--- config.mk ---
export PLATFORM = sky130hd
export DESIGN_NAME = main_reference_scaler
export DESIGN_NICKNAME = d
export VERILOG_FILES = /design/src/pkg/ref_scaler_pkg.sv /design/src/logic/main_reference_scaler.sv
export SDC_FILE = /design/constraint.sdc
export NUM_CORES = 1
export LEC_CHECK = 0
export BUFFER_PORTS_ARGS = -buffer_cell sky130_fd_sc_hd__buf_2
export CORE_ASPECT_RATIO = 0.9
export CORE_MARGIN = 2
export CORE_UTILIZATION = 65
export DETAILED_ROUTE_END_ITERATION = 6
export PLACE_DENSITY = 0.87
export REMOVE_ABC_BUFFERS = 1
export SLEW_MARGIN = 15
export SYNTH_ARGS = -nofsm -noshare
export SYNTH_HDL_FRONTEND = slang
export SYNTH_SLANG_ARGS = --single-unit
--- constraint.sdc ---
create_clock -name I_CLK_SYS -period 28.4 [get_ports I_CLK_SYS]
set_input_delay 2.84 -clock I_CLK_SYS [delete_from_list [all_inputs] [get_ports I_CLK_SYS]]
set_output_delay 2.84 -clock I_CLK_SYS [all_outputs]
set_load 0.01 [all_outputs]
--- src/pkg/ref_scaler_pkg.sv ---
// constants and types for the main reference scaler
package ref_scaler_pkg;

  // setting widths: gain and offset in tenths of a percent
  localparam int GAIN_W = 14;
  localparam int OFFS_W = 13;

  // gain range and reset value, tenths of a percent (100.0 % = unity)
  localparam logic signed [GAIN_W-1:0] GAIN_MAX   = 14'h1F40;  // 800.0 %
  localparam logic signed [GAIN_W-1:0] GAIN_MIN   = 14'h20C0;  // -800.0 %
  localparam logic signed [GAIN_W-1:0] GAIN_RESET = 14'h03E8;  // 100.0 %

  // offset range and reset value, tenths of a percent of full scale
  localparam logic signed [OFFS_W-1:0] OFFS_MAX   = 13'h0FA0;  // 400.0 %
  localparam logic signed [OFFS_W-1:0] OFFS_MIN   = 13'h1060;  // -400.0 %
  localparam logic signed [OFFS_W-1:0] OFFS_RESET = 13'h0000;  // 0.000 %

  // sample scale: 1 LSB = 1 mV, full scale 10 V = 10000 counts
  localparam int FULL_SCALE_MV = 10000;
  // gain in tenths of a percent: divide the product by 100 * 10
  localparam int GAIN_DIV      = 1000;
  // offset tenths of a percent of 10 V to millivolts
  localparam int OFFS_TO_MV    = FULL_SCALE_MV / GAIN_DIV;

  // polarity codes
  typedef enum logic [1:0] {
    POL_BIPOLAR  = 2'h0,
    POL_POS_ONLY = 2'h1,
    POL_NEG_ONLY = 2'h2
  } pol_t;

  localparam logic [1:0] POL_RESET = 2'h0;

endpackage : ref_scaler_pkg

--- src/logic/main_reference_scaler.sv ---
// gain, offset and polarity conditioning of the main analog reference
`timescale 1ns/10ps

// Functional notes
// - polarity code 0 passes both signs, 1 only positive, 2 only negative values.
// - polarity limiting acts on the value after gain and offset, not the raw sample.
// - with a single-sign polarity a value of the wrong sign becomes exactly zero.
// - output equals sample times gain over 100 plus 10 times offset over 100, gain first.
// - offset is a percent of 10 V full scale, held within -400.0..400.0, reset 0.000.
// - gain is a signed percent held within -800.0..800.0, reset 100.0 for unity.
// - the speed/voltage settings apply only while the slave input is open.
// - while the slave input is closed a separate current-reference set applies.
module main_reference_scaler
  import ref_scaler_pkg::*;
#(
  parameter int SAMPLE_W = 16
) (
  input  wire logic                                I_CLK_SYS,
  input  wire logic                                I_NRST,
  input  wire logic                                i_SLAVE_IN,
  input  wire logic                                i_SAMPLE_VALID,
  input  wire logic signed [SAMPLE_W-1:0]          i_SAMPLE,
  input  wire logic                                i_SPEED_SET_LOAD,
  input  wire logic [1:0]                          i_SPEED_REF_POLARITY_SEL,
  input  wire logic signed [ref_scaler_pkg::OFFS_W-1:0] i_SPEED_REF_OFFSET_PCT,
  input  wire logic signed [ref_scaler_pkg::GAIN_W-1:0] i_SPEED_REF_GAIN_PCT,
  input  wire logic                                i_CURR_SET_LOAD,
  input  wire logic [1:0]                          i_CURR_REF_POLARITY_SEL,
  input  wire logic signed [ref_scaler_pkg::OFFS_W-1:0] i_CURR_REF_OFFSET_PCT,
  input  wire logic signed [ref_scaler_pkg::GAIN_W-1:0] i_CURR_REF_GAIN_PCT,
  output logic                                     o_REF_VALID,
  output logic signed [SAMPLE_W-1:0]               o_REF,
  output logic                                     o_CURRENT_MODE,
  output logic                                     o_SATURATED
);
  import ref_scaler_pkg::*;

  localparam int PROD_W = SAMPLE_W + GAIN_W;
  localparam int ACC_W  = PROD_W + 2;
  localparam logic signed [ACC_W-1:0] OUT_MAX = ACC_W'((1 <<< (SAMPLE_W-1)) - 1);
  localparam logic signed [ACC_W-1:0] OUT_MIN = -OUT_MAX - ACC_W'(1);
  localparam logic signed [ACC_W-1:0] DIV_C   = ACC_W'(GAIN_DIV);
  localparam logic signed [ACC_W-1:0] OFFS_C  = ACC_W'(OFFS_TO_MV);

  // refuse sample widths that the limit constants were not sized for;
  // checked while elaborating, so a bad width never reaches simulation
  if (SAMPLE_W < 16 || SAMPLE_W > 24) begin : g_bad_sample_w
    $error("main_reference_scaler: SAMPLE_W must be 16..24");
  end

  // clamp helpers keep loaded settings inside their legal ranges
  function automatic logic signed [GAIN_W-1:0] clamp_gain(input logic signed [GAIN_W-1:0] v);
    if (v > GAIN_MAX) begin
      clamp_gain = GAIN_MAX;
    end else if (v < GAIN_MIN) begin
      clamp_gain = GAIN_MIN;
    end else begin
      clamp_gain = v;
    end
  endfunction : clamp_gain

  function automatic logic signed [OFFS_W-1:0] clamp_offs(input logic signed [OFFS_W-1:0] v);
    if (v > OFFS_MAX) begin
      clamp_offs = OFFS_MAX;
    end else if (v < OFFS_MIN) begin
      clamp_offs = OFFS_MIN;
    end else begin
      clamp_offs = v;
    end
  endfunction : clamp_offs

  // code 3 is not legal; held as bipolar so it never blocks the reference
  function automatic pol_t clean_pol(input logic [1:0] v);
    clean_pol = (v == POL_POS_ONLY) ? POL_POS_ONLY :
                (v == POL_NEG_ONLY) ? POL_NEG_ONLY : POL_BIPOLAR;
  endfunction : clean_pol

  logic                      slave_meta_reg;
  logic                      slave_sync_reg;
  pol_t                      spd_pol_reg;
  logic signed [OFFS_W-1:0]  spd_offs_reg;
  logic signed [GAIN_W-1:0]  spd_gain_reg;
  pol_t                      cur_pol_reg;
  logic signed [OFFS_W-1:0]  cur_offs_reg;
  logic signed [GAIN_W-1:0]  cur_gain_reg;
  logic                      s1_valid_reg;
  logic signed [PROD_W-1:0]  s1_prod_reg;
  logic signed [OFFS_W-1:0]  s1_offs_reg;
  pol_t                      s1_pol_reg;
  pol_t                      sel_pol;
  logic signed [OFFS_W-1:0]  sel_offs;
  logic signed [GAIN_W-1:0]  sel_gain;
  logic signed [ACC_W-1:0]   acc;
  logic signed [ACC_W-1:0]   sat_val;
  logic                      sat_hit;
  logic signed [SAMPLE_W-1:0] ref_next;

  // slave pin crosses in through two flops; only the second is read
  always_ff @(posedge I_CLK_SYS or negedge I_NRST) begin
    if (!I_NRST) begin
      slave_meta_reg <= 1'b0;
      slave_sync_reg <= 1'b0;
    end else begin
      slave_meta_reg <= i_SLAVE_IN;
      slave_sync_reg <= slave_meta_reg;
    end
  end

  // speed/voltage setting set, defaults give unity bipolar pass-through
  always_ff @(posedge I_CLK_SYS or negedge I_NRST) begin
    if (!I_NRST) begin
      spd_pol_reg  <= pol_t'(POL_RESET);
      spd_offs_reg <= OFFS_RESET;
      spd_gain_reg <= GAIN_RESET;
    end else if (i_SPEED_SET_LOAD) begin
      spd_pol_reg  <= clean_pol(i_SPEED_REF_POLARITY_SEL);
      spd_offs_reg <= clamp_offs(i_SPEED_REF_OFFSET_PCT);
      spd_gain_reg <= clamp_gain(i_SPEED_REF_GAIN_PCT);
    end
  end

  // current-reference setting set, same defaults and ranges
  always_ff @(posedge I_CLK_SYS or negedge I_NRST) begin
    if (!I_NRST) begin
      cur_pol_reg  <= pol_t'(POL_RESET);
      cur_offs_reg <= OFFS_RESET;
      cur_gain_reg <= GAIN_RESET;
    end else if (i_CURR_SET_LOAD) begin
      cur_pol_reg  <= clean_pol(i_CURR_REF_POLARITY_SEL);
      cur_offs_reg <= clamp_offs(i_CURR_REF_OFFSET_PCT);
      cur_gain_reg <= clamp_gain(i_CURR_REF_GAIN_PCT);
    end
  end

  // set selection by the synchronised slave input
  // in-flight samples keep the set captured when they were taken
  always_comb begin
    // open slave input uses speed set
    // closed slave input uses current set
    sel_pol  = slave_sync_reg ? cur_pol_reg  : spd_pol_reg;
    sel_offs = slave_sync_reg ? cur_offs_reg : spd_offs_reg;
    sel_gain = slave_sync_reg ? cur_gain_reg : spd_gain_reg;
  end

  // stage 1: multiply; settings are frozen with the sample they belong to
  always_ff @(posedge I_CLK_SYS or negedge I_NRST) begin
    if (!I_NRST) begin
      s1_valid_reg <= 1'b0;
      s1_prod_reg  <= '0;
      s1_offs_reg  <= '0;
      s1_pol_reg   <= POL_BIPOLAR;
    end else begin
      s1_valid_reg <= i_SAMPLE_VALID;
      if (i_SAMPLE_VALID) begin
        // both operands sign-extended so the product is exact
        // gain multiply first
        s1_prod_reg <= PROD_W'(i_SAMPLE) * PROD_W'(sel_gain);
        s1_offs_reg <= sel_offs;
        s1_pol_reg  <= sel_pol;
      end
    end
  end

  // stage 2 arithmetic: scale, add offset, saturate, limit polarity
  always_comb begin
    // product over 1000 plus offset in millivolts
    acc = ACC_W'(s1_prod_reg) / DIV_C + ACC_W'(s1_offs_reg) * OFFS_C;
    sat_hit = (acc > OUT_MAX) || (acc < OUT_MIN);
    if (acc > OUT_MAX) begin
      sat_val = OUT_MAX;
    end else if (acc < OUT_MIN) begin
      sat_val = OUT_MIN;
    end else begin
      sat_val = acc;
    end
    ref_next = sat_val[SAMPLE_W-1:0];
    unique case (s1_pol_reg)
      POL_BIPOLAR: begin
        ref_next = sat_val[SAMPLE_W-1:0];
      end
      POL_POS_ONLY: begin
        if (sat_val < 0) begin
          ref_next = '0;
        end
      end
      POL_NEG_ONLY: begin
        if (sat_val > 0) begin
          ref_next = '0;
        end
      end
      // code 3 is cleaned on load; kept so an unknown code still passes
      default: begin
        ref_next = sat_val[SAMPLE_W-1:0];
      end
    endcase
  end

  // output registers; reference holds between samples
  // status updates only together with the value it describes
  always_ff @(posedge I_CLK_SYS or negedge I_NRST) begin
    if (!I_NRST) begin
      o_REF_VALID <= 1'b0;
      o_REF       <= '0;
      o_SATURATED <= 1'b0;
    end else begin
      o_REF_VALID <= s1_valid_reg;
      if (s1_valid_reg) begin
        o_REF       <= ref_next;
        o_SATURATED <= sat_hit;
      end
    end
  end

  // which setting set is in force
  assign o_CURRENT_MODE = slave_sync_reg;

endmodule : main_reference_scaler

======== Word-level counts from Yosys, hierarchy flattened ========
Index checks and enable logic that the tools add are counted.
word-level totals
  bits of input ports ..................... 80
  flip-flop bits (word level) ............. 124
  output and inout port bits .............. 19
  logic and storage cells ................. 58
operators by class
  div/mod/pow operators ................... 1
  $add $sub $neg .......................... 1
  equality and inequality tests ........... 6
  $mul .................................... 2
  reduce and logical (&&, ||, !) cells .... 1
  muxes and demuxes ....................... 20
  $lt $le $gt $ge ......................... 12
operators by type and width
  kind                                                                             count
  14-bit 2-to-1 mux                                                                5
  13-bit 2-to-1 mux                                                                5
  32-bit 2-to-1 mux                                                                2
  32-bit by 18-bit adder with 32-bit output                                        1
  32-bit by 11-bit divider with 32-bit output (second input constant)              1
  32-bit by 1-bit > comparator with 1-bit output (second input constant)           1
  32-bit by 16-bit > comparator with 1-bit output (second input constant)          1
  32-bit by 1-bit less-than comparator with 1-bit output (second input constant)   1
  32-bit by 16-bit less-than comparator with 1-bit output (second input constant)  1
  16-bit 2-to-1 mux                                                                2
  16-bit case mux with 2 select lines                                              1
  16-bit by 14-bit multiplier with 30-bit output                                   1
  14-bit > comparator (second input constant)                                      2
  14-bit less-than comparator (second input constant)                              2
  13-bit > comparator (second input constant)                                      2
  13-bit less-than comparator (second input constant)                              2
  13-bit by 4-bit multiplier with 17-bit output (second input constant)            1
  2-bit 2-to-1 mux                                                                 5
  2-bit by 1-bit == test with 1-bit output (second input constant)                 3
  2-bit == test (second input constant)                                            3
  1-bit logical OR                                                                 1

======== Longest topological paths before layout ========
  depth after elaboration ................. 8
  mapped depth ............................ 116
  mapped depth without buffers ............ 102

======== Worst setup path before layout ========
Ideal clock, no wire load.
  path kind ............................... reg-to-reg
  from .................................... register s1_prod_reg[5]
  to ...................................... register o_REF[15]
  setup time .............................. 0.124 ns
  path buffers ............................ 12
  clock period less this slack ............ 22.191 ns
  arrival time ............................ 22.068 ns
  cell stages (with the launch flop) ...... 110
  path slack .............................. 6.209 ns
  data required time ...................... 28.276 ns
  cells stage by stage .................... dfrtp_1 -> buf_6 -> or4_4 -> or4_4 -> buf_6 -> or4_4 -> a31oi_4 -> a311oi_1 -> o2111a_1 -> o2111ai_2 -> nor4b_4 -> or4_1 -> buf_4 -> and4_4 -> o221a_2 -> and3_1 -> buf_2 -> or3_1 -> (+74 left out) -> a21oi_1 -> o21bai_1 -> a21o_1 -> a21oi_1 -> xnor2_1 -> xor2_2 -> or2_1 -> ha_1 -> inv_1 -> clkbuf_1 -> nand2_1 -> nand4_1 -> a21oi_1 -> nand4_1 -> nor2_1 -> a21oi_2 -> buf_4 -> a21oi_1
on the way
  word-level cells in the longest chain between the ends .. 8
  elaborated cells between the ends (all ways) .. 11
  those cells by class .................... add/sub (1); div (1); order compare (4); mux (5)
ends and longest elaborated chain
  element                                                                                                                          line                                                        RTL
  start, declared                                                                                                                  main_reference_scaler.sv:87                                 logic signed [PROD_W-1:0] s1_prod_reg;
  start signal, assigned                                                                                                           main_reference_scaler.sv:157                                s1_prod_reg <= PROD_W'(i_SAMPLE) * PROD_W'(sel_gain);
  32-bit by 11-bit divider with 32-bit output (*)                                                                                  main_reference_scaler.sv:167                                acc = ACC_W'(s1_prod_reg) / DIV_C + ACC_W'(s1_offs_reg) * OFFS_C;
  32-bit by 18-bit adder with 32-bit output (*)                                                                                    main_reference_scaler.sv:167
  32-bit by 16-bit less-than comparator with 1-bit output                                                                          main_reference_scaler.sv:171                                end else if (acc < OUT_MIN) begin
  32-bit 2-to-1 mux                                                                                                                main_reference_scaler.sv:171
  32-bit 2-to-1 mux (*)                                                                                                            main_reference_scaler.sv:169                                if (acc > OUT_MAX) begin
  32-bit by 1-bit > comparator with 1-bit output / 32-bit by 1-bit less-than comparator with 1-bit output (equally long branches)  main_reference_scaler.sv:187, main_reference_scaler.sv:182
  16-bit 2-to-1 mux (on tied branches)                                                                                             main_reference_scaler.sv:187, main_reference_scaler.sv:182
  16-bit case mux with 2 select lines (*)                                                                                          main_reference_scaler.sv:177                                unique case (s1_pol_reg)
  end signal, assigned                                                                                                             main_reference_scaler.sv:208                                o_REF <= ref_next;
  end, declared                                                                                                                    main_reference_scaler.sv:32                                 output logic signed [SAMPLE_W-1:0] o_REF,
Mark *: on every way between the ends. The rest lies on a longest branch, timed or not.
A chain may end at the register's enable or synchronous reset.

======== Final worst setup path ========
  from .................................... register s1_prod_reg[17]
  to ...................................... register o_REF[0]
The elaborated chain is that of the path after synthesis.

==> impl.org <==
** Synth
- Proportion of synthesized area in mux cells :: 3.938%
- The synthesized netlist devotes between 15 and 20% of its cell area to simple gates.
- Gate count after technology mapping :: 2,668
- Avg Synthesized Cell Area :: about 8.5 µm²
- The synthesized design contains 0 enable-type register cells.
- Biggest area consumer among synthesized cells :: fa_1
- Post-synthesis adder-cell area fraction :: 27.28%
- Summing the sequential cell areas from Yosys gives between 10 and 15% of the chip area.
- During synthesis, Yosys emitted a total of 0 warnings.
- The most used flip-flop cell after synthesis is dfrtp_1.
- Of the total synthesized cell area, the portion taken by XOR and XNOR cells is 6.919%.
- By area, the combinational part of the netlist is dominated by adder cells.
- Share of synthesized flip-flops with an asynchronous set or reset :: 100.0%
- Cells taking the most area after synthesis :: fa_1, dfrtp_1, ha_1
- The synthesized netlist devotes between 20% and 30% of its cell area to compound gates.
- Summed instance area of the synthesized netlist :: 22,620 µm²
- Counting distinct cell types in the post-synthesis netlist gives 126.
- The synthesized design devotes to its leading area cell type 19.56% of total area.
- The synthesized design contains around 120 register bits.

** Timing
- Across the routed clock network, the largest skew measured is 0.009917 ns.
- Final period utilization :: 93.11%
- Setup slack on the critical path of the routed design comes to 1.957 ns.
- For the pin with the worst max-slew slack, the measured transition is 1.228 ns.
- The max-slew violation total from the final report is 0.
- Max Clk Rate :: approximately 38 MHz
- Setup repair after global routing left no endpoint under its margin.
- The worst pin sits at a relative slew slack of 17.29%.
- Setup violations remaining at the end of the flow were counted as 0.
- Final critical path time including I/O delays and setup :: 26.44 ns
- Setup Total Neg Slack :: 0 ns
- Count of final hold-check violations :: 0

** Global routing
- Vias in the first global route :: roughly 21,000
- Across every metal layer, demand over resource in global routing totals about a third.
- Met1 usage in global routing :: 46.25%
- GR met3 Demand/Resource :: about 5.7%
- GR Overflow Total :: 0
- The initial antenna violation count was 2.
- Entering global routing, the biggest net connects 83 pins.
- Most crowded layer after global routing :: met2
- The first global-routing pass estimated 104,600 µm of wire.
- Met2 track demand over resource in global routing :: about three fifths

** Worst setup path
- Data on the critical path is required at its endpoint by 28.69 ns.
- Crit end category :: flip-flop
- Most prevalent standard cell on the critical path :: a21oi_1
- In this design, the stage delay of the slowest critical-path cell is 0.79 ns.
- Along the worst path, the maximum fanout reaches 16.
- Broken down by cell family, the worst path's largest delay share belongs to compound AO/OA/AOI/OAI gates.
- Critical path buffers and inverters :: 3
- On the critical path, the stage with the largest delay is an instance of o41ai_4.
- Reg-to-reg critical path endpoint :: o_REF[0]$_DFFE_PN0P_
- Counting cells, the worst reg-to-reg path comes to 99.
- Worst EP arrival :: 26.73 ns
- The worst register-to-register path begins at s1_prod_reg[17]$_DFFE_PN0P_.
- STA classifies the critical path startpoint as a flip-flop.
- In this run the register-to-register setup slack is slightly below 2 ns.
- Critical path type :: flip-flop to flip-flop

** Placement
- Routability-driven placement finished with a final weighted congestion of 0.9506.
- # port buffers :: between 90 and 100
- At the placement stage, the worst setup path has a slack of between 2 and 2.5 ns.
- Summed over all nets, the half-perimeter wirelength after detailed placement is 47,510 µm.

** Clocking
- In this run the number of H-tree levels came out at 4.
- Setup bufs post-CTS :: 0
- After clock tree synthesis, the flow added hold-fix buffers numbering 0.
- Max Buffers Root-to-Sink :: 2
- Buffers inserted during clock tree synthesis total 17.
- Clock root cell :: clkbuf_16
- Post-cts resize count :: 0
- TritonCTS clock tree :: done
- Counting every sink on the clock net gives 124.
- Clock transition at the registers of the reported paths :: 0.07 ns
- For the worst-skew pair, the clock arrives at the later sink with an insertion delay of 0.44 ns.

** Final layout
- Flip-flop count of the largest register after layout :: 30
- Area delta synth->final :: 5.824%
- 0 antenna diodes ended up in the layout.
- Layout filler cell count :: 2,532
- The final layout contains around 3,100 nets.
- Share of layout cells above drive strength 1 :: 11.48%

** Status
- Result of the run :: finished clean

** Route
- Final routed DRC violation total :: 0
- The count of nets left with antenna violations once routing finished came out at 0.
- Wires add up to 62,520 µm.
- Number of design-rule violations left by the first detailed-router iteration :: about 1,800
- After detailed routing, the average wire length per cell comes to 19.72 µm.
- Iteration count of the initial detailed-routing pass :: 6
- Summing over every cut layer, the via total after detailed routing is 20,750.
- Using the TritonRoute via totals, the vias-per-cell ratio works out to 6.545.

** Floorplanning
- After floorplanning, the core was divided into 64 placement rows.
- Die Outline Area :: 36,310 µm²
- Core Region :: 34,110 µm²
- The die is between 200 and 250 µm wide.
- Initial core utilization :: about two thirds
- Pin placement for this block handled 99 I/O pins.
- Die height :: 181.0 µm

** Min path
- In this run the most critical hold path is launched from slave_meta_reg$_DFF_PN0_.
- Capture endpoint of the worst hold path :: o_CURRENT_MODE$_DFF_PN0_
- Along the worst hold path, the cell count comes to 0.
- The worst hold path belongs to the class flip-flop to flip-flop.

** Job
- Number of max-cap violations :: 0
## through the flow
stage	hold slack, ns	area, µm²	std cells	util, %
2_1_floorplan	0.3312	22120	2558	-
3_3_place_gp	0.3348	23340	3138	68.43
3_5_place_dp	0.3418	23340	3138	68.43
4_1_cts	0.3660	23920	3170	70.11
5_1_grt	0.3810	23940	3170	70.18
6_report	0.3714	23940	3170	70.18
## metal layers
| metal | vias up | wire [µm] |
|---|---|---|
| met5 | - | 13 |
| met4 | 2 | 1656 |
| met3 | 165 | 5589 |
| met2 | 1100 | 29940 |
| met1 | 10090 | 25320 |
| li1 | 9397 | - |
## synth_stat cells, types with 9 or more instances
cell type / n
nor4_1: 19
o21ai_0: 93
dfrtp_1: 112
or4_1: 14
nand3_1: 51
nand2_1: 281
a211oi_2: 12
nor2_1: 164
o31ai_1: 24
o22a_1: 18
o211ai_1: 20
inv_1: 268
a211oi_1: 24
xnor2_1: 128
nand4_1: 24
o21bai_1: 35
or2_2: 23
nor2b_1: 91
mux2_2: 33
buf_2: 24
mux2i_1: 43
o41ai_1: 14
a21o_1: 41
a211o_1: 17
clkbuf_1: 69
a21oi_1: 138
or2_1: 10
dfstp_2: 12
o22ai_1: 21
and2_1: 31
or3_1: 32
a31oi_1: 16
ha_1: 133
o21a_1: 16
o31a_1: 9
fa_1: 221
and3_1: 23
nor3_1: 44
xor2_1: 47
nand2b_1: 23
o211a_1: 11
o21ai_1: 28
## area by class of cell
class | count | area [µm²] | area share, %
Inverter | 269 | 1010 | 4.218
Tap cell | 462 | 578.1 | 2.415
Multi-Input combinational cell | 2165 | 18020 | 75.27
Clock buffer | 17 | 425.4 | 1.777
Clock inverter | 15 | 145.1 | 0.6062
Timing Repair Buffer | 118 | 643.1 | 2.686
Sequential cell | 124 | 3119 | 13.03
## worst max-delay path by stage
stage	cells past startpoint	to	slack, ns	start
after floorplan	100	o_REF[0]$_DFFE_PN0P_	5.62	s1_prod_reg[5]$_DFFE_PN0P_
after global placement	100	o_REF[0]$_DFFE_PN0P_	2.99	s1_prod_reg[17]$_DFFE_PN0P_
after detailed placement	99	o_REF[0]$_DFFE_PN0P_	2.08	s1_prod_reg[17]$_DFFE_PN0P_
after CTS	99	o_REF[0]$_DFFE_PN0P_	1.85	s1_prod_reg[17]$_DFFE_PN0P_
after global routing	97	o_REF[3]$_DFFE_PN0P_	0.04	s1_prod_reg[17]$_DFFE_PN0P_
final	99	o_REF[0]$_DFFE_PN0P_	1.96	s1_prod_reg[17]$_DFFE_PN0P_
## cell usage in the layout, fill, tap and decap left out, types with 14 or more instances in the layout
cell type,instances
a211oi_1,24
mux2i_1,43
ha_1,133
fa_1,221
o211ai_1,20
nor2_1,163
nand2_1,281
nor3_1,44
nor4_1,19
o21a_1,16
mux2_2,33
o21ai_0,93
buf_4,21
or4_1,14
o21bai_1,35
nand2b_1,23
o22ai_1,21
or3_1,32
inv_1,268
o31ai_1,24
and3_1,23
or2_2,23
a21o_1,41
nand3_1,51
o41ai_1,14
buf_2,97
o22a_1,18
nor2b_1,91
a31oi_1,16
o21ai_1,26
nand4_1,24
dfrtp_1,111
and2_1,31
clkbuf_16,17
a211o_1,17
xnor2_1,128
xor2_1,46
a21oi_1,138
## cells by family after synthesis
logic type	Yosys count
xor+xnor	177
flops	124
compound gates	668
simple gates	876
mux	82
buf+inv	379
fa+ha+maj	362
Power is left out: the tool's default activity adds up to more than one toggle a clock period on the data nets, which glitch-free logic cannot reach.
